<file path="src/rtl/rat_pkg.sv">
// package: register map, field layout, reset values and timing for alarm and trim block
package rat_pkg;

    ////////////////////////////////////////////////////////////////////////////
    // register offsets
    localparam logic [7:0] ADDR_STATUS = 8'h07;
    localparam logic [7:0] ADDR_EVENT_CTRL = 8'h08;
    localparam logic [7:0] ADDR_ANALOG_TRIM = 8'h0a;
    localparam logic [7:0] ADDR_DIGITAL_TRIM = 8'h0b;
    localparam logic [7:0] ADDR_ALARM_FIRST = 8'h0c;
    localparam logic [7:0] ADDR_ALARM_LAST = 8'h11;
    localparam int ALARM_BYTES = 6;

    ////////////////////////////////////////////////////////////////////////////
    // field positions
    localparam int ST_AUTO_CLEAR_BIT = 7;
    localparam int ST_ALARM_FLAG_BIT = 2;
    localparam int CTL_PERIODIC_BIT = 7;
    localparam int CTL_ALARM_EN_BIT = 6;
    localparam int CTL_FREQ_SEL_MSB = 3;
    localparam int ALT_TOP_BIT = 5;
    localparam int ALT_OFFSET_MSB = 7;
    localparam int ALT_OFFSET_LSB = 6;
    localparam int RT_SIGN_BIT = 2;
    localparam int RT_BIG_BIT = 1;
    localparam int RT_SMALL_BIT = 0;
    localparam int ALARM_CMP_EN_BIT = 7;

    ////////////////////////////////////////////////////////////////////////////
    // reset values
    localparam logic [7:0] RST_EVENT_CTRL = 8'h00;
    localparam logic [7:0] RST_ANALOG_TRIM = 8'h00;
    localparam logic [7:0] RST_DIGITAL_TRIM = 8'h00;
    localparam logic [7:0] RST_ALARM = 8'h00;
    localparam logic RST_AUTO_CLEAR = 1'b0;
    localparam logic RST_ALARM_FLAG = 1'b0;

    ////////////////////////////////////////////////////////////////////////////
    // capacitance in half-pF steps per pin, quarter-pF steps for series load
    localparam logic [6:0] CAP_BASE_HALF_PF = 7'h12;
    localparam logic [6:0] CAP_TOP_WEIGHT_HALF_PF = 7'h20;
    localparam logic signed [7:0] BAT_OFS_NONE_QPF = 8'sh00;
    localparam logic signed [7:0] BAT_OFS_MINUS_HALF_QPF = -8'sh02;
    localparam logic signed [7:0] BAT_OFS_PLUS_HALF_QPF = 8'sh02;
    localparam logic signed [7:0] BAT_OFS_PLUS_ONE_QPF = 8'sh04;

    // rate trim magnitudes in ppm
    localparam logic [7:0] RATE_BIG_PPM = 8'h28;
    localparam logic [7:0] RATE_SMALL_PPM = 8'h14;

    ////////////////////////////////////////////////////////////////////////////
    // timing
    localparam int CLK_HZ = 20000000;
    localparam int PULSE_TIME_MS = 250;
    localparam int PULSE_CYCLES = PULSE_TIME_MS * (CLK_HZ / 1000);

    ////////////////////////////////////////////////////////////////////////////
    // carriers
    typedef struct packed {
        logic [7:0] weekday;
        logic [7:0] month;
        logic [7:0] date;
        logic [7:0] hour;
        logic [7:0] minute;
        logic [7:0] second;
    } rat_time_t;

    typedef struct packed {
        logic wr;
        logic rd_done;
        logic [7:0] addr;
        logic [7:0] wdata;
    } rat_regreq_t;

    typedef struct packed {
        logic [6:0] cx_half_pf;
        logic [6:0] load_qpf;
        logic signed [7:0] rate_ppm;
    } rat_trim_t;

endpackage

</file>
<file path="src/rtl/rat_alarm_trim.sv">
// alarm match, event pin control and oscillator trim decode
//
// Function
// - pin capacitor from analog trim weights plus 9pF
// - series load 4.5 to 20.25pF, quarter steps
// - battery offset adjusts load while on battery
// - rate trim sets average counts per second
// - rate trim top bit is correction sign
// - lower bits weigh 40 and 20 ppm
// - six alarm bytes, bit 7 enables compare
// - no year alarm byte, six fields only
// - trigger when all enabled bytes match and at least one byte is enabled
// - single mode: flag set, pin held low
// - periodic mode: pulse pin on each match
// - write zero or auto-clear read clears flag
// - trigger at the update reaching match
// - periodic pulses continue regardless of flag
// - periodic pulse active low, 250 ms
// - nonzero frequency code overrides alarm on pin
// - writing one never sets the flag
module rat_alarm_trim #(
    parameter int PULSE_CYCLES = rat_pkg::PULSE_CYCLES
) (
    // clock, reset, enable
    input wire logic clk_in,
    input wire logic rst_b_in,
    input wire logic ce_in,
    // register access from serial interface
    input wire rat_pkg::rat_regreq_t reg_req_in,
    output logic [7:0] reg_rdata_out,
    // calendar
    input wire logic sec_tick_in,
    input wire rat_pkg::rat_time_t time_in,
    // pins and supply state
    input wire logic on_battery_in,
    input wire logic fout_wave_in,
    output logic event_b_out,
    // oscillator and timebase controls
    output logic [3:0] frequency_out_select_out,
    output rat_pkg::rat_trim_t trim_out
);

    localparam int PW = $clog2(PULSE_CYCLES + 1);
    localparam logic [PW-1:0] PULSE_LOAD = PW'(PULSE_CYCLES - 1);

    ////////////////////////////////////////////////////////////////////////////
    // decode helpers
    function automatic logic is_alarm_addr(input logic [7:0] a);
        is_alarm_addr = (a >= rat_pkg::ADDR_ALARM_FIRST) && (a <= rat_pkg::ADDR_ALARM_LAST);
    endfunction

    function automatic logic [2:0] alarm_index(input logic [7:0] a);
        logic [7:0] d;
        d = a - rat_pkg::ADDR_ALARM_FIRST;
        alarm_index = d[2:0];
    endfunction

    function automatic logic is_status(input logic [7:0] a);
        is_status = a == rat_pkg::ADDR_STATUS;
    endfunction

    function automatic logic signed [7:0] battery_offset(input logic [1:0] code);
        case (code)
            2'h1: battery_offset = rat_pkg::BAT_OFS_MINUS_HALF_QPF;
            2'h2: battery_offset = rat_pkg::BAT_OFS_PLUS_HALF_QPF;
            2'h3: battery_offset = rat_pkg::BAT_OFS_PLUS_ONE_QPF;
            default: battery_offset = rat_pkg::BAT_OFS_NONE_QPF;
        endcase
    endfunction

    function automatic logic [7:0] rate_magnitude(input logic [1:0] code);
        rate_magnitude = 8'h00;
        if (code[1]) begin
            rate_magnitude = rate_magnitude + rat_pkg::RATE_BIG_PPM;
        end
        if (code[0]) begin
            rate_magnitude = rate_magnitude + rat_pkg::RATE_SMALL_PPM;
        end
    endfunction

    ////////////////////////////////////////////////////////////////////////////
    // register state
    logic [7:0] event_ctrl, next_event_ctrl;
    logic [7:0] analog_load_trim_reg, next_analog_load_trim_reg;
    logic [7:0] digital_rate_trim_reg, next_digital_rate_trim_reg;
    logic [7:0] alarm_match [rat_pkg::ALARM_BYTES];
    logic [7:0] next_alarm_match [rat_pkg::ALARM_BYTES];
    logic auto_clear_on_read, next_auto_clear_on_read;
    logic alarm_flag, next_alarm_flag;
    logic [7:0] next_reg_rdata;
    logic tick_q, next_tick_q;
    logic alarm_hit;

    logic wr_status;
    logic rd_status;
    assign wr_status = reg_req_in.wr && is_status(reg_req_in.addr);
    assign rd_status = reg_req_in.rd_done && is_status(reg_req_in.addr);

    // configuration registers and alarm bytes
    always_comb begin
        next_event_ctrl = event_ctrl;
        next_analog_load_trim_reg = analog_load_trim_reg;
        next_digital_rate_trim_reg = digital_rate_trim_reg;
        next_alarm_match = alarm_match;
        next_auto_clear_on_read = auto_clear_on_read;
        if (reg_req_in.wr) begin
            case (reg_req_in.addr)
                rat_pkg::ADDR_STATUS: begin
                    next_auto_clear_on_read = reg_req_in.wdata[rat_pkg::ST_AUTO_CLEAR_BIT];
                end
                rat_pkg::ADDR_EVENT_CTRL: begin
                    next_event_ctrl = reg_req_in.wdata;
                end
                rat_pkg::ADDR_ANALOG_TRIM: begin
                    next_analog_load_trim_reg = reg_req_in.wdata;
                end
                rat_pkg::ADDR_DIGITAL_TRIM: begin
                    next_digital_rate_trim_reg = reg_req_in.wdata;
                end
                default: begin
                    if (is_alarm_addr(reg_req_in.addr)) begin
                        next_alarm_match[alarm_index(reg_req_in.addr)] = reg_req_in.wdata;
                    end
                end
            endcase
        end
    end

    always_ff @(posedge clk_in or negedge rst_b_in) begin
        if (!rst_b_in) begin
            event_ctrl <= rat_pkg::RST_EVENT_CTRL;
            analog_load_trim_reg <= rat_pkg::RST_ANALOG_TRIM;
            digital_rate_trim_reg <= rat_pkg::RST_DIGITAL_TRIM;
            for (int i = 0; i < rat_pkg::ALARM_BYTES; i++) begin
                alarm_match[i] <= rat_pkg::RST_ALARM;
            end
            auto_clear_on_read <= rat_pkg::RST_AUTO_CLEAR;
        end else if (ce_in) begin
            event_ctrl <= next_event_ctrl;
            analog_load_trim_reg <= next_analog_load_trim_reg;
            digital_rate_trim_reg <= next_digital_rate_trim_reg;
            alarm_match <= next_alarm_match;
            auto_clear_on_read <= next_auto_clear_on_read;
        end
    end

    ////////////////////////////////////////////////////////////////////////////
    // alarm flag and second update
    always_comb begin
        next_alarm_flag = alarm_flag;
        next_tick_q = sec_tick_in;
        // a write can only clear the flag
        if (wr_status && !reg_req_in.wdata[rat_pkg::ST_ALARM_FLAG_BIT]) begin
            next_alarm_flag = 1'b0;
        end
        if (rd_status && auto_clear_on_read) begin
            next_alarm_flag = 1'b0;
        end
        // a new match wins over any clear
        if (alarm_hit) begin
            next_alarm_flag = 1'b1;
        end
    end

    always_ff @(posedge clk_in or negedge rst_b_in) begin
        if (!rst_b_in) begin
            alarm_flag <= rat_pkg::RST_ALARM_FLAG;
            tick_q <= 1'b0;
        end else if (ce_in) begin
            alarm_flag <= next_alarm_flag;
            tick_q <= next_tick_q;
        end
    end

    ////////////////////////////////////////////////////////////////////////////
    // read data, one cycle behind the address
    always_comb begin
        next_reg_rdata = 8'h00;
        case (reg_req_in.addr)
            rat_pkg::ADDR_STATUS: begin
                next_reg_rdata[rat_pkg::ST_AUTO_CLEAR_BIT] = auto_clear_on_read;
                next_reg_rdata[rat_pkg::ST_ALARM_FLAG_BIT] = alarm_flag;
            end
            rat_pkg::ADDR_EVENT_CTRL: begin
                next_reg_rdata = event_ctrl;
            end
            rat_pkg::ADDR_ANALOG_TRIM: begin
                next_reg_rdata = analog_load_trim_reg;
            end
            rat_pkg::ADDR_DIGITAL_TRIM: begin
                next_reg_rdata = digital_rate_trim_reg;
            end
            default: begin
                if (is_alarm_addr(reg_req_in.addr)) begin
                    next_reg_rdata = alarm_match[alarm_index(reg_req_in.addr)];
                end
            end
        endcase
    end

    always_ff @(posedge clk_in or negedge rst_b_in) begin
        if (!rst_b_in) begin
            reg_rdata_out <= 8'h00;
        end else if (ce_in) begin
            reg_rdata_out <= next_reg_rdata;
        end
    end

    ////////////////////////////////////////////////////////////////////////////
    // alarm comparison
    logic [rat_pkg::ALARM_BYTES-1:0][7:0] time_bytes;
    logic [rat_pkg::ALARM_BYTES-1:0] byte_ok;
    logic [rat_pkg::ALARM_BYTES-1:0] byte_en;
    logic freq_active;
    logic alarm_active;

    assign time_bytes = time_in;

    genvar g;
    generate
        for (g = 0; g < rat_pkg::ALARM_BYTES; g++) begin : g_cmp
            assign byte_en[g] = alarm_match[g][rat_pkg::ALARM_CMP_EN_BIT];
            assign byte_ok[g] = !byte_en[g] || (alarm_match[g][6:0] == time_bytes[g][6:0]);
        end
    endgenerate

    assign freq_active = |event_ctrl[rat_pkg::CTL_FREQ_SEL_MSB:0];
    assign alarm_active = event_ctrl[rat_pkg::CTL_ALARM_EN_BIT] && !freq_active;
    // evaluated once, the cycle after each second update
    assign alarm_hit = tick_q && alarm_active && (|byte_en) && (&byte_ok);

    ////////////////////////////////////////////////////////////////////////////
    // pin synchronisers
    logic [2:0] bat_sync, next_bat_sync;
    logic [2:0] wave_sync, next_wave_sync;
    logic bat_level, next_bat_level;
    logic wave_level, next_wave_level;

    always_comb begin
        next_bat_sync = {bat_sync[1:0], on_battery_in};
        next_wave_sync = {wave_sync[1:0], fout_wave_in};
        next_bat_level = bat_level;
        next_wave_level = wave_level;
        if (bat_sync[1] == bat_sync[2]) begin
            next_bat_level = bat_sync[2];
        end
        if (wave_sync[1] == wave_sync[2]) begin
            next_wave_level = wave_sync[2];
        end
    end

    always_ff @(posedge clk_in or negedge rst_b_in) begin
        if (!rst_b_in) begin
            bat_sync <= 3'h0;
            wave_sync <= 3'h0;
            bat_level <= 1'b0;
            wave_level <= 1'b0;
        end else if (ce_in) begin
            bat_sync <= next_bat_sync;
            wave_sync <= next_wave_sync;
            bat_level <= next_bat_level;
            wave_level <= next_wave_level;
        end
    end

    ////////////////////////////////////////////////////////////////////////////
    // event pin and trim outputs
    logic [PW-1:0] pulse_cnt, next_pulse_cnt;
    logic next_event_b;
    logic [6:0] cx_half;
    logic signed [7:0] bat_ofs;
    logic signed [7:0] load_sum;
    logic [7:0] rate_mag;
    rat_pkg::rat_trim_t next_trim;

    always_comb begin
        next_pulse_cnt = pulse_cnt;
        if (pulse_cnt != '0) begin
            next_pulse_cnt = pulse_cnt - PW'(1);
        end
        if (alarm_hit && event_ctrl[rat_pkg::CTL_PERIODIC_BIT]) begin
            next_pulse_cnt = PULSE_LOAD;
        end
        // pin drive priority
        if (freq_active) begin
            next_event_b = wave_level;
        end else if (!alarm_active) begin
            next_event_b = 1'b1;
        end else if (event_ctrl[rat_pkg::CTL_PERIODIC_BIT]) begin
            next_event_b = !((pulse_cnt != '0) || alarm_hit);
        end else begin
            next_event_b = !next_alarm_flag;
        end
    end

    always_ff @(posedge clk_in or negedge rst_b_in) begin
        if (!rst_b_in) begin
            pulse_cnt <= '0;
            event_b_out <= 1'b1;
            frequency_out_select_out <= 4'h0;
        end else if (ce_in) begin
            pulse_cnt <= next_pulse_cnt;
            event_b_out <= next_event_b;
            frequency_out_select_out <= next_event_ctrl[rat_pkg::CTL_FREQ_SEL_MSB:0];
        end
    end

    ////////////////////////////////////////////////////////////////////////////
    // oscillator trim decode
    always_comb begin
        // analog load trim
        cx_half = rat_pkg::CAP_BASE_HALF_PF + {2'b00, analog_load_trim_reg[4:0]};
        if (!analog_load_trim_reg[rat_pkg::ALT_TOP_BIT]) begin
            cx_half = cx_half + rat_pkg::CAP_TOP_WEIGHT_HALF_PF;
        end
        bat_ofs = battery_offset(analog_load_trim_reg[rat_pkg::ALT_OFFSET_MSB:rat_pkg::ALT_OFFSET_LSB]);
        if (!bat_level) begin
            bat_ofs = rat_pkg::BAT_OFS_NONE_QPF;
        end
        // series load of two equal pins: half-pF per pin equals quarter-pF load
        load_sum = $signed({1'b0, cx_half}) + bat_ofs;
        // digital rate trim
        rate_mag = rate_magnitude(digital_rate_trim_reg[rat_pkg::RT_BIG_BIT:rat_pkg::RT_SMALL_BIT]);
        next_trim.cx_half_pf = cx_half;
        next_trim.load_qpf = load_sum[6:0];
        if (digital_rate_trim_reg[rat_pkg::RT_SIGN_BIT]) begin
            next_trim.rate_ppm = -$signed(rate_mag);
        end else begin
            next_trim.rate_ppm = $signed(rate_mag);
        end
    end

    always_ff @(posedge clk_in or negedge rst_b_in) begin
        if (!rst_b_in) begin
            trim_out <= '0;
        end else if (ce_in) begin
            trim_out <= next_trim;
        end
    end

endmodule

</file>
<file path="config.mk">
export PLATFORM = sky130hd
export DESIGN_NAME = rat_alarm_trim
export DESIGN_NICKNAME = d
export VERILOG_FILES = /design/src/rtl/rat_pkg.sv /design/src/rtl/rat_alarm_trim.sv
export SDC_FILE = /design/constraint.sdc
export NUM_CORES = 1
export LEC_CHECK = 0
export BUFFER_PORTS_ARGS = -buffer_cell sky130_fd_sc_hd__clkbuf_2
export CAP_MARGIN = 15
export CELL_PAD_IN_SITES_DETAIL_PLACEMENT = 0
export CELL_PAD_IN_SITES_GLOBAL_PLACEMENT = 1
export CORE_MARGIN = 1.5
export CORE_UTILIZATION = 45
export DETAILED_ROUTE_END_ITERATION = 12
export PLACE_DENSITY_LB_ADDON = 0.1
export SYNTH_ARGS = -nofsm -noshare
export SYNTH_HDL_FRONTEND = slang
export SYNTH_SLANG_ARGS = --single-unit
</file>
<file path="constraint.sdc">
create_clock -name clk_in -period 2.92 [get_ports clk_in]
set_input_delay 0.292 -clock clk_in [delete_from_list [all_inputs] [get_ports clk_in]]
set_output_delay 0.292 -clock clk_in [all_outputs]
set_load 0.1 [all_outputs]
</file>
## After elaboration in Yosys (flattened, before gate mapping)

Index checks and enable logic that the tools add are counted.

| word-level totals | value |
|---|---|
| register bits | 137 |
| logic and storage cells | 118 |
| output and inout bits | 35 |

| operators by class | value |
|---|---|
| reductions and logical operators | 42 |
| add/sub/neg operators | 7 |
| order comparisons | 4 |
| equality and inequality tests | 15 |
| mux-type cells | 25 |
| bitwise gates (word level) | 2 |

Operator list:

| cell | count |
|---|---|
| bitwise mux 48 bit | 1 |
| two-way mux 8 bit | 6 |
| two-way mux 23 bit | 2 |
| equality test 7 bit | 6 |
| binary-select mux 8 bit (select 3 bit) | 1 |
| demux 8 bit (select 3 bit) | 1 |
| equality test 8 x 4 -> 1 bit (second input constant) | 3 |
| nonzero test 23 bit | 1 |
| subtractor 23 x 1 -> 23 bit (second input constant) | 1 |
| case mux 7 bit (3 select lines) | 1 |
| case mux 4 bit (4 select lines) | 1 |
| two-way mux 7 bit | 2 |
| AND reduction 3 bit | 4 |
| logical AND 1 bit | 11 |
| zero test 1 bit | 10 |
| adder 8 x 5 -> 8 bit (second input constant) | 1 |
| equality test 8 x 3 -> 1 bit (second input constant) | 1 |
| >= comparator 8 x 4 -> 1 bit (second input constant) | 1 |
| less-or-equal comparator 8 x 5 -> 1 bit (second input constant) | 1 |
| negation 8 bit | 1 |
| case mux 1 bit (4 select lines) | 2 |
| case mux 2 bit (4 select lines) | 1 |
| OR reduction 4 bit | 2 |
| adder 6 x 6 -> 7 bit (second input constant) | 1 |
| 18 further kinds | 33 |

## Logic depth before layout (Yosys ltp)

Gate-level depths: netlist (run 1).

| logic depth | value |
|---|---|
| depth in word-level cells | 11 |
| depth in mapped cells | 10 |

## Worst setup path before layout (run 1)

No wires, ideal clock.

| path | value |
|---|---|
| path type | register -> register |
| from | register pulse_cnt[16] |
| to | register pulse_cnt[14] |
| setup slack | 427 ps |
| stages on the path, launching flop included | 8 |
| clock period less this slack | 2,493 ps |
| data arrival time | 2,372 ps |
| cell sequence | dfrtp_1 or4_4 or4b_4 buf_6 nor3_2 and4bb_1 mux2_1 o22a_1 |

| on the way | value |
|---|---|
| longest elaborated chain between the ends | 3 |

Ends and longest elaborated chain:

| what | line | source |
|---|---|---|
| start: declaration | rat_alarm_trim.sv:268 | `logic [PW-1:0] pulse_cnt, next_pulse_cnt;` |
| start signal: assignment | rat_alarm_trim.sv:302 | `pulse_cnt <= next_pulse_cnt;` |
| nonzero test 23 bit | rat_alarm_trim.sv:278 | `if (pulse_cnt != '0) begin` |
| nonzero test 2 bit (no line) | n/a |  |
| AND reduction 2 bit (no line) | n/a |  |

No other way between the ends.
A chain may end at the register's enable or synchronous reset.

## Worst setup path after layout (run 1)

| path | value |
|---|---|
| from | register pulse_cnt[7] |
| to | register pulse_cnt[1] |

The elaborated chain is that of the path after synthesis.

==> metrics.txt, run 1 <==
# TYPE chip_impl_metric gauge
chip_impl_info{name="status",value="completed"} 1
chip_impl_info{name="most_common_cell_after_layout_fill_and_taps_aside",value="sky130_fd_sc_hd__dfrtp_1"} 1
chip_impl_info{name="registers.top_by_ff_count",value="alarm_match"} 1
chip_impl_info{name="synth_ff_type",value="sky130_fd_sc_hd__dfrtp_1"} 1
chip_impl_info{name="worst_flop_to_flop_path_startpoint",value="pulse_cnt[7]"} 1
chip_impl_metric{name="multi_input_comb_area",unit="sq um"} 3600
chip_impl_metric{name="ys_seq_area_share",unit="%"} 46.5
chip_impl_metric{name="post_cts_resize_count",unit=""} 0
chip_impl_metric{name="drt-total-wl",unit="mm"} 18.3
chip_impl_metric{name="worstPathMaxFanout",unit=""} 8
chip_impl_metric{name="insertedDiodeCount",unit=""} 0
chip_impl_metric{name="x_dimension_of_the_die",unit="microns"} 129
chip_impl_info{name="gr-max-usage-layer",value="met2"} 1
chip_impl_metric{name="worst_slew_pin_slew",unit="ps"} 641
chip_impl_metric{name="power_leakage",unit="nW"} 4.01
chip_impl_metric{name="finalNetCount",unit=""} 818
chip_impl_metric{name="pre_cts_slack",unit="ps"} 248
chip_impl_metric{name="post_dr_wirelength_cell",unit="microns"} 19.2
chip_impl_metric{name="timing.max_cap.violations",unit=""} 0
chip_impl_metric{name="drtIter0Drc",unit=""} 305
chip_impl_metric{name="groute.layer.met3.usage",unit="%"} 5.28
chip_impl_metric{name="remaining_global_route_overflow",unit=""} 0
chip_impl_metric{name="ctsHtreeMaxLevel",unit=""} 4
chip_impl_metric{name="drt-vias-per-instance",unit=""} 5.41
chip_impl_info{name="registers_with_the_most_flip_flops",value="alarm_match: 48 flops, pulse_cnt: 23 flops, trim_out: 18 flops"} 1
chip_impl_metric{name="rrSetupSlack",unit="ps"} 240
chip_impl_info{name="hold_path.class",value="primary input to register"} 1
chip_impl_info{name="timing.setup.critical_path_class",value="register to register"} 1
chip_impl_info{name="tritoncts",value="built"} 1
chip_impl_metric{name="mappedNetlistArea",unit="sq um"} 7160
chip_impl_metric{name="floorplan.die_area",unit="sq um"} 16700
chip_impl_info{name="timing.critical_path.from_type",value="register"} 1
chip_impl_metric{name="grt_antenna_before_repair",unit=""} 0
chip_impl_metric{name="power_density",unit="nW/um^2"} 602
chip_impl_metric{name="global_route.usage.total",unit="%"} 23.4
chip_impl_metric{name="flip_flop_count_of_the_largest_register_all_copies_and_words_added",unit=""} 48
chip_impl_metric{name="clkLatencyLatePin",unit="ps"} 420
chip_impl_metric{name="grt_max_degree",unit=""} 67
chip_impl_metric{name="post-route-min-period",unit="ps"} 2680
chip_impl_metric{name="floorplan.core_area",unit="sq um"} 15400
chip_impl_metric{name="cts_max_path_buffers",unit=""} 2
chip_impl_metric{name="detailedPlacementHpwl",unit="mm"} 13.2
chip_impl_metric{name="timing.final.hold_violations",unit=""} 0
chip_impl_metric{name="critical_path_required",unit="ps"} 3270
chip_impl_metric{name="post_cts.repair.setup_buffers",unit=""} 0
chip_impl_metric{name="use_met2",unit="%"} 36.8
chip_impl_metric{name="r2r.worst_path.cells",unit=""} 7
chip_impl_info{name="layout_common_cells",value="132 x sky130_fd_sc_hd__dfrtp_1, 97 x sky130_fd_sc_hd__clkbuf_2, 88 x sky130_fd_sc_hd__mux2_2, 48 x sky130_fd_sc_hd__nor2_1, 38 x sky130_fd_sc_hd__xnor2_1"} 1
chip_impl_metric{name="sequential_cell_area",unit="sq um"} 3330
chip_impl_metric{name="clock_skew",unit="ps"} 10.6
chip_impl_metric{name="slew_headroom",unit="%"} 56.7
chip_impl_metric{name="global_route.usage.met1",unit="%"} 32.7
chip_impl_metric{name="synthesis.area_per_instance",unit="sq um"} 11.5
chip_impl_metric{name="final.setup.worst_slack",unit="ps"} 244
chip_impl_metric{name="floorplan.initialDensity",unit="%"} 46.6
chip_impl_metric{name="final.fill_count",unit=""} 1347
chip_impl_metric{name="vdd_drop_max",unit="mV"} 0.409
chip_impl_metric{name="vias",unit=""} 5167
chip_impl_metric{name="post-route-period-util",unit="%"} 91.6
chip_impl_metric{name="synth.distinct_cells",unit=""} 60
chip_impl_metric{name="final_setup_vio_count",unit=""} 0
chip_impl_metric{name="drt_drc_violations_left",unit=""} 0
chip_impl_metric{name="layout-drive-gt1-share",unit="%"} 35.6
chip_impl_info{name="grt_setup_unrepaired",value="false"} 1
chip_impl_info{name="worst_r2r_endpoint",value="pulse_cnt[1]"} 1
chip_impl_metric{name="number_of_enable_flip_flop_cells_after_synthesis",unit=""} 0
chip_impl_metric{name="ioPinCount",unit=""} 107
chip_impl_metric{name="final_antenna_net_count",unit=""} 0
chip_impl_info{name="hold_path_startpoint",value="on_battery_in"} 1
chip_impl_metric{name="cts.sinks",unit=""} 133
chip_impl_metric{name="via_count_of_the_first_global_routing_pass",unit=""} 5283
chip_impl_metric{name="timing.hold.worst_path_depth",unit=""} 2
chip_impl_info{name="clk_root_buffer_cell",value="sky130_fd_sc_hd__clkbuf_16"} 1
chip_impl_metric{name="postSynthCellCount",unit=""} 624
chip_impl_metric{name="final_weighted_congestion_in_routability_driven_placement",unit=""} 0.858
chip_impl_metric{name="synth-warning-count",unit=""} 0
chip_impl_metric{name="worst-endpoint-arrival",unit="ps"} 3030
chip_impl_metric{name="async_flop_share",unit="%"} 100
chip_impl_metric{name="buffer_ports.inserted",unit=""} 98
chip_impl_metric{name="worst_setup_hold_path_clk_slew",unit="ps"} 60
chip_impl_metric{name="std_cell_rows",unit=""} 45
chip_impl_metric{name="grt_first_pass_wirelength",unit="mm"} 29.2
chip_impl_metric{name="hold_worst_slack",unit="ps"} 109
chip_impl_info{name="endpoint_kind",value="register"} 1
chip_impl_metric{name="first_pass_iters",unit=""} 5
chip_impl_metric{name="final.setup.tns",unit="ps"} 0
chip_impl_metric{name="maxClockFrequency",unit="MHz"} 374
chip_impl_metric{name="area.growth.synth_to_final",unit="%"} 19.9
chip_impl_info{name="timing.hold.worst_endpoint",value="bat_sync[0]"} 1
chip_impl_metric{name="cts_inserted_buffers",unit=""} 17
chip_impl_metric{name="flip_flop_and_latch_count_after_synthesis",unit=""} 133
chip_impl_metric{name="fp.dieH",unit="microns"} 129
chip_impl_metric{name="timing_max_transition_violations_final",unit=""} 0
[final cells by class]
type	count	area share (%)
clock buffers	21	5.48
repair buffers	120	7.85
clock inverters	11	2.01
inverters	19	0.831
multi-input cells	440	41.9
flip-flops and latches	133	38.8
well taps	211	3.08
[cells by family (layout without fill, tap and decap cells)]
kind of cell    after synthesis  count (layout)  share of synthesized area, %
compound gates               82              82                          8.08
xor+xnor                     61              61                          7.47
fa+ha+maj                    15              15                          2.73
buf+inv                      52             171                          3.34
flops                       133             133                          46.5
mux                         118             118                          19.5
other cells                   1               2                        0.0524
simple gates                162             162                          12.3
[power breakdown]
group / switching [mW] / internal (mW) / leakage (nW) / total (mW)
clock: 0.819 / 1.50 / 0.314 / 2.32
combinational: 0.508 / 0.260 / 1.95 / 0.768
sequential: 0.112 / 1.96 / 1.75 / 2.07
[worst max-delay path, stage by stage (launching register included)]
cell and delay, ps:
sky130_fd_sc_hd__dfrtp_1 420, sky130_fd_sc_hd__or4_4 590, sky130_fd_sc_hd__or4_4 610, sky130_fd_sc_hd__nor3_2 390, sky130_fd_sc_hd__buf_4 250, sky130_fd_sc_hd__nor2_1 60
sky130_fd_sc_hd__a22oi_1 150, sky130_fd_sc_hd__o22a_1 140
[timing repair]
item,CTS,global route
endpoints found under the setup margin,0,0
endpoints found under the hold margin,35,0
hold buffers,1,0
[how the worst max path moves through the flow]
| stage | start | end | cells after the start |
|---|---|---|---|
| 4_1_cts | pulse_cnt[7] | pulse_cnt[1] | 7 |
| 3_3_place_gp | pulse_cnt[7] | pulse_cnt[19] | 7 |
| 5_1_grt | pulse_cnt[7] | pulse_cnt[19] | 7 |
| 6_report | pulse_cnt[7] | pulse_cnt[1] | 7 |
| 3_5_place_dp | pulse_cnt[7] | pulse_cnt[1] | 7 |
| 2_1_floorplan | pulse_cnt[16] | pulse_cnt[14] | 7 |
[metal layers]
layer,wire (microns),part of all wire (%)
met1,8700,48
met5,0,0
met3,693,3.8
met2,8750,48
met4,169,0.92
[metrics by stage]
stage | util, % | total power [mW] | cells | area (sq um)
after floorplan | - | 2.62 | 625 | 7160
after global placement | 51.6 | 2.85 | 922 | 7930
after detailed placement | 51.6 | 2.87 | 922 | 7930
after CTS | 55.8 | 5.20 | 955 | 8580
after global routing | 55.8 | 5.36 | 955 | 8580
final | 55.8 | 5.16 | 955 | 8580
[synthesized netlist by cell type (14+ instances only)]
master	n	area share [%]
sky130_fd_sc_hd__clkbuf_1	14	0.73
sky130_fd_sc_hd__nand2_1	36	1.9
sky130_fd_sc_hd__mux2_2	88	14
sky130_fd_sc_hd__o21ai_0	17	1.2
sky130_fd_sc_hd__a21oi_1	19	1.3
sky130_fd_sc_hd__dfrtp_1	132	46
sky130_fd_sc_hd__nor2_1	48	2.5
sky130_fd_sc_hd__ha_1	14	2.4
sky130_fd_sc_hd__mux2i_1	21	2.9
sky130_fd_sc_hd__xnor2_1	38	4.7
sky130_fd_sc_hd__inv_1	19	1.0
sky130_fd_sc_hd__xor2_1	23	2.8
Power figures use the tool's default switching activity.
==> run 2: changes to the inputs <==
==> constraint.sdc (replaced) <==
create_clock -name clk_in -period 3 [get_ports clk_in]
set_input_delay 0.3 -clock clk_in [delete_from_list [all_inputs] [get_ports clk_in]]
set_output_delay 0.3 -clock clk_in [all_outputs]
set_load 0.1 [all_outputs]
==> metrics.txt, run 2 (synthesized netlist as in run 1, its figures left out) <==
# TYPE chip_impl_metric gauge
chip_impl_metric{name="power_density",unit="nW/um^2"} 586
chip_impl_metric{name="worst_setup_hold_path_clk_slew",unit="ps"} 50
chip_impl_metric{name="area.growth.synth_to_final",unit="%"} 19.6
chip_impl_metric{name="std_cell_rows",unit=""} 45
chip_impl_metric{name="total_switching_power",unit="mW"} 1.36
chip_impl_metric{name="drt_drc_violations_left",unit=""} 0
chip_impl_metric{name="comb_power_share",unit="%"} 14.9
chip_impl_metric{name="drtIter0Drc",unit=""} 279
chip_impl_metric{name="fp.dieH",unit="microns"} 129
chip_impl_metric{name="groute.layer.met3.usage",unit="%"} 4.75
chip_impl_metric{name="sequential_cell_area",unit="sq um"} 3330
chip_impl_metric{name="cts_max_path_buffers",unit=""} 2
chip_impl_metric{name="final.setup.worst_slack",unit="ps"} 337
chip_impl_metric{name="first_pass_iters",unit=""} 7
chip_impl_metric{name="seq_power_share",unit="%"} 40.2
chip_impl_metric{name="layout-drive-gt1-share",unit="%"} 35.2
chip_impl_info{name="gr-max-usage-layer",value="met2"} 1
chip_impl_info{name="hold_path.class",value="primary input to register"} 1
chip_impl_metric{name="final_weighted_congestion_in_routability_driven_placement",unit=""} 0.806
chip_impl_metric{name="buffer_ports.inserted",unit=""} 98
chip_impl_metric{name="grt_first_pass_wirelength",unit="mm"} 28.4
chip_impl_metric{name="clock_skew",unit="ps"} 8.31
chip_impl_metric{name="grt_max_degree",unit=""} 82
chip_impl_metric{name="finalNetCount",unit=""} 817
chip_impl_info{name="layout_common_cells",value="132 x sky130_fd_sc_hd__dfrtp_1, 97 x sky130_fd_sc_hd__clkbuf_2, 88 x sky130_fd_sc_hd__mux2_2, 48 x sky130_fd_sc_hd__nor2_1, 38 x sky130_fd_sc_hd__xnor2_1"} 1
chip_impl_metric{name="final.setup.tns",unit="ps"} 0
chip_impl_metric{name="ioPinCount",unit=""} 107
chip_impl_metric{name="critical_path_required",unit="ps"} 3290
chip_impl_metric{name="multi_input_comb_area",unit="sq um"} 3600
chip_impl_metric{name="global_route.usage.met1",unit="%"} 32.5
chip_impl_metric{name="clkLatencyLatePin",unit="ps"} 410
chip_impl_metric{name="post_cts.repair.setup_buffers",unit=""} 0
chip_impl_metric{name="global_route.usage.total",unit="%"} 22.8
chip_impl_metric{name="clockPowerShare",unit="%"} 44.9
chip_impl_metric{name="insertedDiodeCount",unit=""} 0
chip_impl_metric{name="drt-total-wl",unit="mm"} 17.8
chip_impl_metric{name="detailedPlacementHpwl",unit="mm"} 13.0
chip_impl_info{name="timing.critical_path.from_type",value="register"} 1
chip_impl_metric{name="cts.sinks",unit=""} 133
chip_impl_metric{name="power_leakage",unit="nW"} 4.00
chip_impl_metric{name="timing_max_transition_violations_final",unit=""} 0
chip_impl_metric{name="floorplan.core_area",unit="sq um"} 15400
chip_impl_metric{name="x_dimension_of_the_die",unit="microns"} 129
chip_impl_metric{name="slew_headroom",unit="%"} 55.6
chip_impl_metric{name="floorplan.initialDensity",unit="%"} 46.6
chip_impl_info{name="registers.top_by_ff_count",value="alarm_match"} 1
chip_impl_metric{name="ctsHtreeMaxLevel",unit=""} 4
chip_impl_info{name="most_common_cell_after_layout_fill_and_taps_aside",value="sky130_fd_sc_hd__dfrtp_1"} 1
chip_impl_metric{name="drt-vias-per-instance",unit=""} 5.42
chip_impl_info{name="registers_with_the_most_flip_flops",value="alarm_match: 48 flops, pulse_cnt: 23 flops, trim_out: 18 flops"} 1
chip_impl_metric{name="grt_antenna_before_repair",unit=""} 0
chip_impl_metric{name="flip_flop_count_of_the_largest_register_all_copies_and_words_added",unit=""} 48
chip_impl_metric{name="internal_power_consumption",unit="mW"} 3.65
chip_impl_info{name="timing.setup.critical_path_class",value="register to register"} 1
chip_impl_metric{name="remaining_global_route_overflow",unit=""} 0
chip_impl_metric{name="pre_cts_slack",unit="ps"} 341
chip_impl_metric{name="floorplan.die_area",unit="sq um"} 16700
chip_impl_metric{name="final.fill_count",unit=""} 1331
chip_impl_info{name="endpoint_kind",value="register"} 1
chip_impl_metric{name="post-route-min-period",unit="ps"} 2660
chip_impl_metric{name="post_dr_wirelength_cell",unit="microns"} 18.7
chip_impl_metric{name="timing.max_cap.violations",unit=""} 0
chip_impl_metric{name="worst_slew_pin_slew",unit="ps"} 657
chip_impl_info{name="status",value="completed"} 1
chip_impl_metric{name="post_cts_resize_count",unit=""} 0
chip_impl_metric{name="worst-endpoint-arrival",unit="ps"} 2950
chip_impl_metric{name="netSwitchingFraction",unit="%"} 27.2
chip_impl_info{name="grt_setup_unrepaired",value="false"} 1
chip_impl_metric{name="final_antenna_net_count",unit=""} 0
chip_impl_metric{name="vias",unit=""} 5168
chip_impl_metric{name="vdd_drop_max",unit="mV"} 0.410
chip_impl_metric{name="cts_inserted_buffers",unit=""} 17
chip_impl_metric{name="final_setup_vio_count",unit=""} 0
chip_impl_metric{name="timing.final.hold_violations",unit=""} 0
chip_impl_info{name="clk_root_buffer_cell",value="sky130_fd_sc_hd__clkbuf_16"} 1
chip_impl_metric{name="via_count_of_the_first_global_routing_pass",unit=""} 5139
chip_impl_metric{name="post-route-period-util",unit="%"} 88.8
chip_impl_metric{name="worstPathMaxFanout",unit=""} 6
chip_impl_info{name="tritoncts",value="built"} 1
chip_impl_metric{name="use_met2",unit="%"} 35.4
chip_impl_metric{name="maxClockFrequency",unit="MHz"} 376
-- run 2: cell count changes in the layout (fill, tap and decap cells not counted), sizes merged --
cell	change
clkinvlp	-1
inv	-1
buf	-1
bufinv	+1
-- run 2: metal layers --
| metal | vias to the layer above | share of wire (%) |
|---|---|---|
| li1 | 2476 | - |
| met5 | - | 0 |
| met1 | 2568 | 47 |
| met2 | 112 | 47 |
| met4 | 0 | 1.2 |
| met3 | 12 | 4.0 |
-- run 2: stage by stage --
stage          instances  utilization [%]  total power, mW  hold slack, ps  instance area [sq um]
2_1_floorplan        625                -             2.55            4.41                   7160
3_3_place_gp         921             51.5             2.78             227                   7920
3_5_place_dp         921             51.5             2.79             227                   7920
4_1_cts              953             55.7             5.06             112                   8560
5_1_grt              953             55.7             5.21             123                   8560
6_report             953             55.7             5.01             124                   8560
-- run 2: worst max-delay path, stage by stage, from the launching register on --
cell	delay, ps
sky130_fd_sc_hd__dfrtp_1	410
sky130_fd_sc_hd__or4_4	590
sky130_fd_sc_hd__or4_4	610
sky130_fd_sc_hd__nor3_2	390
sky130_fd_sc_hd__nor2b_1	110
sky130_fd_sc_hd__mux2_2	270
sky130_fd_sc_hd__o22a_1	160
-- run 2: area by class of cell --
| cell class | count | area share (%) |
|---|---|---|
| multi-input cells | 440 | 42.0 |
| well taps | 211 | 3.09 |
| flip-flops and latches | 133 | 38.9 |
| inverters | 19 | 0.833 |
| clock inverters | 10 | 2.09 |
| clock buffers | 21 | 5.26 |
| repair buffers | 119 | 7.78 |
-- run 2: worst paths after layout --
path                       depth (start not counted)  slack [ps]          from               to
max                                                6         340  pulse_cnt[7]     pulse_cnt[2]
min                                                2         120  fout_wave_in     wave_sync[0]
max reg2reg                                        6         340  pulse_cnt[7]     pulse_cnt[2]
min reg2reg                                        1         500  trim_out[12]     trim_out[12]
max in group asynchronous                          3        1910      rst_b_in  alarm_match[11]
min in group asynchronous                          2         330      rst_b_in      bat_sync[1]
-- run 2: timing repair --
| action | 4_1_cts | 5_1_grt |
|---|---|---|
| setup endpoints to repair | 0 | 0 |
| hold endpoints to repair | 22 | 0 |
| hold buffers | 1 | 0 |
-- run 2: power by group through the flow --
stage	Clock (mW)	Sequential [mW]	Combinational, mW
6_report	2.25	2.02	0.746
5_1_grt	2.36	2.03	0.812
4_1_cts	2.29	2.02	0.754
3_5_place_dp	0	2.05	0.747
3_3_place_gp	0	2.04	0.734
2_1_floorplan	0	2.18	0.368
==> run 3: changes to the inputs <==
--- a/config.mk
+++ b/config.mk
@@ -5,12 +5,13 @@
 export SDC_FILE = /design/constraint.sdc
 export NUM_CORES = 1
 export LEC_CHECK = 0
+export ABC_AREA = 1
 export BUFFER_PORTS_ARGS = -buffer_cell sky130_fd_sc_hd__clkbuf_2
-export CAP_MARGIN = 15
+export CAP_MARGIN = 30
 export CELL_PAD_IN_SITES_DETAIL_PLACEMENT = 0
 export CELL_PAD_IN_SITES_GLOBAL_PLACEMENT = 1
 export CORE_MARGIN = 1.5
-export CORE_UTILIZATION = 45
+export CORE_UTILIZATION = 42
 export DETAILED_ROUTE_END_ITERATION = 12
 export PLACE_DENSITY_LB_ADDON = 0.1
 export SYNTH_ARGS = -nofsm -noshare
==> constraint.sdc (replaced) <==
create_clock -name clk_in -period 3 [get_ports clk_in]
set_input_delay 0.3 -clock clk_in [delete_from_list [all_inputs] [get_ports clk_in]]
set_output_delay 0.3 -clock clk_in [all_outputs]
set_load 0.05 [all_outputs]
==> metrics.txt, run 3 <==
# TYPE chip_impl_metric gauge
chip_impl_info{name="status",value="completed"} 1
chip_impl_info{name="tritoncts",value="built"} 1
chip_impl_info{name="synth_ff_type",value="sky130_fd_sc_hd__dfrtp_1"} 1
chip_impl_metric{name="post-route-min-period",unit="ps"} 2110
chip_impl_metric{name="ioPinCount",unit=""} 107
chip_impl_metric{name="synth-warning-count",unit=""} 0
chip_impl_metric{name="cts_max_path_buffers",unit=""} 2
chip_impl_metric{name="rrSetupSlack",unit="ps"} 890
chip_impl_info{name="timing.critical_path.max_delay_family",value="simple AND/OR/NAND/NOR gates"} 1
chip_impl_info{name="yosysMostFrequentCell",value="sky130_fd_sc_hd__nand2_1"} 1
chip_impl_metric{name="seq_power_share",unit="%"} 42.1
chip_impl_info{name="grt_setup_unrepaired",value="false"} 1
chip_impl_metric{name="post-route-period-util",unit="%"} 70.2
chip_impl_metric{name="clkLatencyLatePin",unit="ps"} 420
chip_impl_metric{name="grt_max_degree",unit=""} 77
chip_impl_metric{name="fp.dieH",unit="microns"} 135
chip_impl_metric{name="power_density",unit="nW/um^2"} 577
chip_impl_metric{name="remaining_global_route_overflow",unit=""} 0
chip_impl_metric{name="post_cts.repair.setup_buffers",unit=""} 0
chip_impl_metric{name="vias",unit=""} 6256
chip_impl_metric{name="ys_seq_area_share",unit="%"} 45.6
chip_impl_metric{name="maxClockFrequency",unit="MHz"} 475
chip_impl_metric{name="floorplan.initialDensity",unit="%"} 42.5
chip_impl_metric{name="flip_flop_count_of_the_largest_register_all_copies_and_words_added",unit=""} 48
chip_impl_metric{name="finalNetCount",unit=""} 1135
chip_impl_info{name="timing.critical_path.from_type",value="register"} 1
chip_impl_info{name="synth.area.top_cells",value="sky130_fd_sc_hd__dfrtp_1 45%, sky130_fd_sc_hd__nand2_1 16%, sky130_fd_sc_hd__o21ai_0 4.9%"} 1
chip_impl_info{name="layout_common_cells",value="305 x sky130_fd_sc_hd__nand2_1, 132 x sky130_fd_sc_hd__dfrtp_1, 97 x sky130_fd_sc_hd__clkbuf_2, 92 x sky130_fd_sc_hd__inv_1, 90 x sky130_fd_sc_hd__nor2_1"} 1
chip_impl_metric{name="first_pass_iters",unit=""} 5
chip_impl_metric{name="synth.distinct_cells",unit=""} 41
chip_impl_info{name="clk_root_buffer_cell",value="sky130_fd_sc_hd__clkbuf_16"} 1
chip_impl_metric{name="worst_setup_hold_path_clk_slew",unit="ps"} 60
chip_impl_info{name="crit_slowest_cell",value="sky130_fd_sc_hd__dfrtp_1"} 1
chip_impl_info{name="synth.largest_area_cell",value="sky130_fd_sc_hd__dfrtp_1"} 1
chip_impl_info{name="timing.critical_path.cells",value="nor2_1 > nand3_1 > nor2_1 > nand2_1 > nor2_1 > nand2_1 > nor2_1 > nand4_1 > buf_4 > inv_1 > nor2_1"} 1
chip_impl_metric{name="cts.sinks",unit=""} 133
chip_impl_metric{name="total_switching_power",unit="mW"} 1.52
chip_impl_metric{name="final_weighted_congestion_in_routability_driven_placement",unit=""} 0.875
chip_impl_metric{name="via_count_of_the_first_global_routing_pass",unit=""} 6039
chip_impl_metric{name="layout-drive-gt1-share",unit="%"} 15.5
chip_impl_metric{name="vdd_drop_max",unit="mV"} 0.503
chip_impl_metric{name="mappedNetlistArea",unit="sq um"} 7310
chip_impl_metric{name="final_setup_vio_count",unit=""} 0
chip_impl_metric{name="timing.max_cap.violations",unit=""} 0
chip_impl_metric{name="grt_first_pass_wirelength",unit="mm"} 32.2
chip_impl_info{name="critical-path-top-cell-by-count",value="sky130_fd_sc_hd__nor2_1"} 1
chip_impl_metric{name="drt-total-wl",unit="mm"} 19.7
chip_impl_metric{name="number_of_enable_flip_flop_cells_after_synthesis",unit=""} 0
chip_impl_metric{name="postSynthCellCount",unit=""} 954
chip_impl_metric{name="design_area",unit="sq um"} 8540
chip_impl_info{name="timing.setup.critical_path_class",value="register to register"} 1
chip_impl_metric{name="yosysTopAreaCellShare",unit="%"} 45.2
chip_impl_metric{name="cts_inserted_buffers",unit=""} 17
chip_impl_metric{name="drtIter0Drc",unit=""} 353
chip_impl_metric{name="flip_flop_and_latch_count_after_synthesis",unit=""} 133
chip_impl_metric{name="power_leakage",unit="nW"} 4.31
chip_impl_metric{name="final_antenna_net_count",unit=""} 0
chip_impl_metric{name="async_flop_share",unit="%"} 100
chip_impl_metric{name="x_dimension_of_the_die",unit="microns"} 135
chip_impl_metric{name="worstPathMaxFanout",unit=""} 16
chip_impl_metric{name="detailed_place.area",unit="sq um"} 7970
chip_impl_metric{name="timing.hold.worst_path_depth",unit=""} 3
chip_impl_metric{name="post_cts_resize_count",unit=""} 0
chip_impl_info{name="hold_path.class",value="primary input to register"} 1
chip_impl_info{name="worst_flop_to_flop_path_startpoint",value="event_ctrl[1]"} 1
chip_impl_metric{name="timing_max_transition_violations_final",unit=""} 0
chip_impl_metric{name="timing.final.hold_violations",unit=""} 0
chip_impl_info{name="hold_path_startpoint",value="fout_wave_in"} 1
chip_impl_info{name="endpoint_kind",value="register"} 1
chip_impl_metric{name="worstPathBufferInverterCount",unit=""} 2
chip_impl_metric{name="drt-vias-per-instance",unit=""} 4.86
chip_impl_metric{name="buffer_ports.inserted",unit=""} 98
chip_impl_metric{name="std_cell_rows",unit=""} 48
chip_impl_metric{name="final.fill_count",unit=""} 1788
chip_impl_metric{name="synthesis.area_per_instance",unit="sq um"} 7.66
chip_impl_info{name="timing.hold.worst_endpoint",value="wave_sync[0]"} 1
chip_impl_metric{name="insertedDiodeCount",unit=""} 0
chip_impl_metric{name="max_stage_delay",unit="ps"} 420
chip_impl_metric{name="detailedPlacementHpwl",unit="mm"} 14.5
chip_impl_metric{name="clockPowerShare",unit="%"} 40.1
chip_impl_info{name="most_common_cell_after_layout_fill_and_taps_aside",value="sky130_fd_sc_hd__nand2_1"} 1
chip_impl_metric{name="internal_power_consumption",unit="mW"} 3.40
chip_impl_metric{name="worst_slew_pin_slew",unit="ps"} 879
chip_impl_info{name="registers_with_the_most_flip_flops",value="alarm_match: 48 flops, pulse_cnt: 23 flops, trim_out: 18 flops"} 1
chip_impl_metric{name="grt_antenna_before_repair",unit=""} 0
chip_impl_metric{name="final.setup.tns",unit="ps"} 0
chip_impl_metric{name="comb_power_share",unit="%"} 17.8
chip_impl_metric{name="area.growth.synth_to_final",unit="%"} 16.9
chip_impl_metric{name="floorplan.core_area",unit="sq um"} 17200
chip_impl_metric{name="slew_headroom",unit="%"} 41.3
chip_impl_metric{name="numPlacedInstances",unit=""} 1253
chip_impl_metric{name="floorplan.die_area",unit="sq um"} 18200
chip_impl_metric{name="critical_path_required",unit="ps"} 3300
chip_impl_metric{name="hold_worst_slack",unit="ps"} 96.8
chip_impl_metric{name="clock_skew",unit="ps"} 6.24
chip_impl_metric{name="netSwitchingFraction",unit="%"} 30.9
chip_impl_metric{name="hold_fix_buffers_cts",unit=""} 1
chip_impl_info{name="worst_r2r_endpoint",value="pulse_cnt[21]"} 1
chip_impl_metric{name="layoutNonFillerInstCount",unit=""} 1286
chip_impl_metric{name="ctsHtreeMaxLevel",unit=""} 4
chip_impl_metric{name="drt_drc_violations_left",unit=""} 0
chip_impl_metric{name="post_dr_wirelength_cell",unit="microns"} 15.3
chip_impl_info{name="synth_top_cells_by_count",value="305 x sky130_fd_sc_hd__nand2_1, 132 x sky130_fd_sc_hd__dfrtp_1, 92 x sky130_fd_sc_hd__inv_1"} 1
chip_impl_metric{name="global_route.usage.total",unit="%"} 23.2
chip_impl_info{name="registers.top_by_ff_count",value="alarm_match"} 1
chip_impl_metric{name="r2r.worst_path.cells",unit=""} 11
chip_impl_metric{name="worst-endpoint-arrival",unit="ps"} 2400
-- run 3: power groups by stage --
stage          clock [mW]  combinational [mW]  sequential, mW
2_1_floorplan           0               0.550            2.15
3_3_place_gp            0               0.874            2.10
3_5_place_dp            0               0.879            2.11
4_1_cts              2.02               0.884            2.08
5_1_grt              2.10                1.01            2.10
6_report             1.98               0.877            2.08
-- run 3: layout make-up --
type / instances / area (sq um) / area share (%)
Sequential cell: 133 / 3330 / 39.0
Tap cell: 225 / 282 / 3.29
Inverter: 100 / 375 / 4.39
Clock buffer: 19 / 453 / 5.30
Clock inverter: 13 / 109 / 1.27
Timing Repair Buffer: 105 / 564 / 6.60
Multi-Input combinational cell: 691 / 3430 / 40.2
-- run 3: cells by family (layout without fill, tap and decap cells) --
group / count (synthesis) / count (layout) / share of synthesized area, %
and+or+nand+nor: 457 / 457 / 25.7
AOI/OAI and AO/OA: 168 / 168 / 12.6
DFF: 133 / 133 / 45.6
buffers and inverters: 131 / 237 / 7.52
xor gates and xnor gates: 49 / 49 / 5.87
adders and majority gates: 15 / 15 / 2.67
other: 1 / 2 / 0.0513
-- run 3: worst max path at each step --
stage / startpoint / end / slack (ps) / depth (start not counted)
after floorplan: analog_load_trim_reg[1] / trim_out[14] / 1070 / 11
after global placement: reg_req_in[9] / alarm_match[25] / 830 / 10
after detailed placement: reg_req_in[9] / alarm_match[27] / 780 / 10
after CTS: analog_load_trim_reg[1] / trim_out[14] / 890 / 11
after global routing: pulse_cnt[0] / pulse_cnt[10] / 620 / 12
final: event_ctrl[1] / pulse_cnt[21] / 890 / 11
-- run 3: routing by layer --
metal | wire length [microns] | GRT usage, % | vias to the layer above
met5 | 0 | 0 | -
met4 | 144 | 4.84 | 0
met3 | 906 | 4.92 | 11
met2 | 9270 | 37.4 | 127
met1 | 9410 | 32.4 | 2874
li1 | - | - | 3244
-- run 3: stage by stage --
step / util (%) / setup slack, ps / total power [mW]
after floorplan: - / 1070 / 2.70
after global placement: 46.4 / 830 / 2.98
after CTS: 49.7 / 894 / 4.97
after global routing: 49.7 / 620 / 5.20
final: 49.7 / 894 / 4.93
after detailed placement: 46.4 / 779 / 2.98
-- run 3: tightest hold or removal path: cells and delay by family --
family	cells	cell delay (ps)
buf+inv	1	80
compound gates	1	60
simple gates	1	40
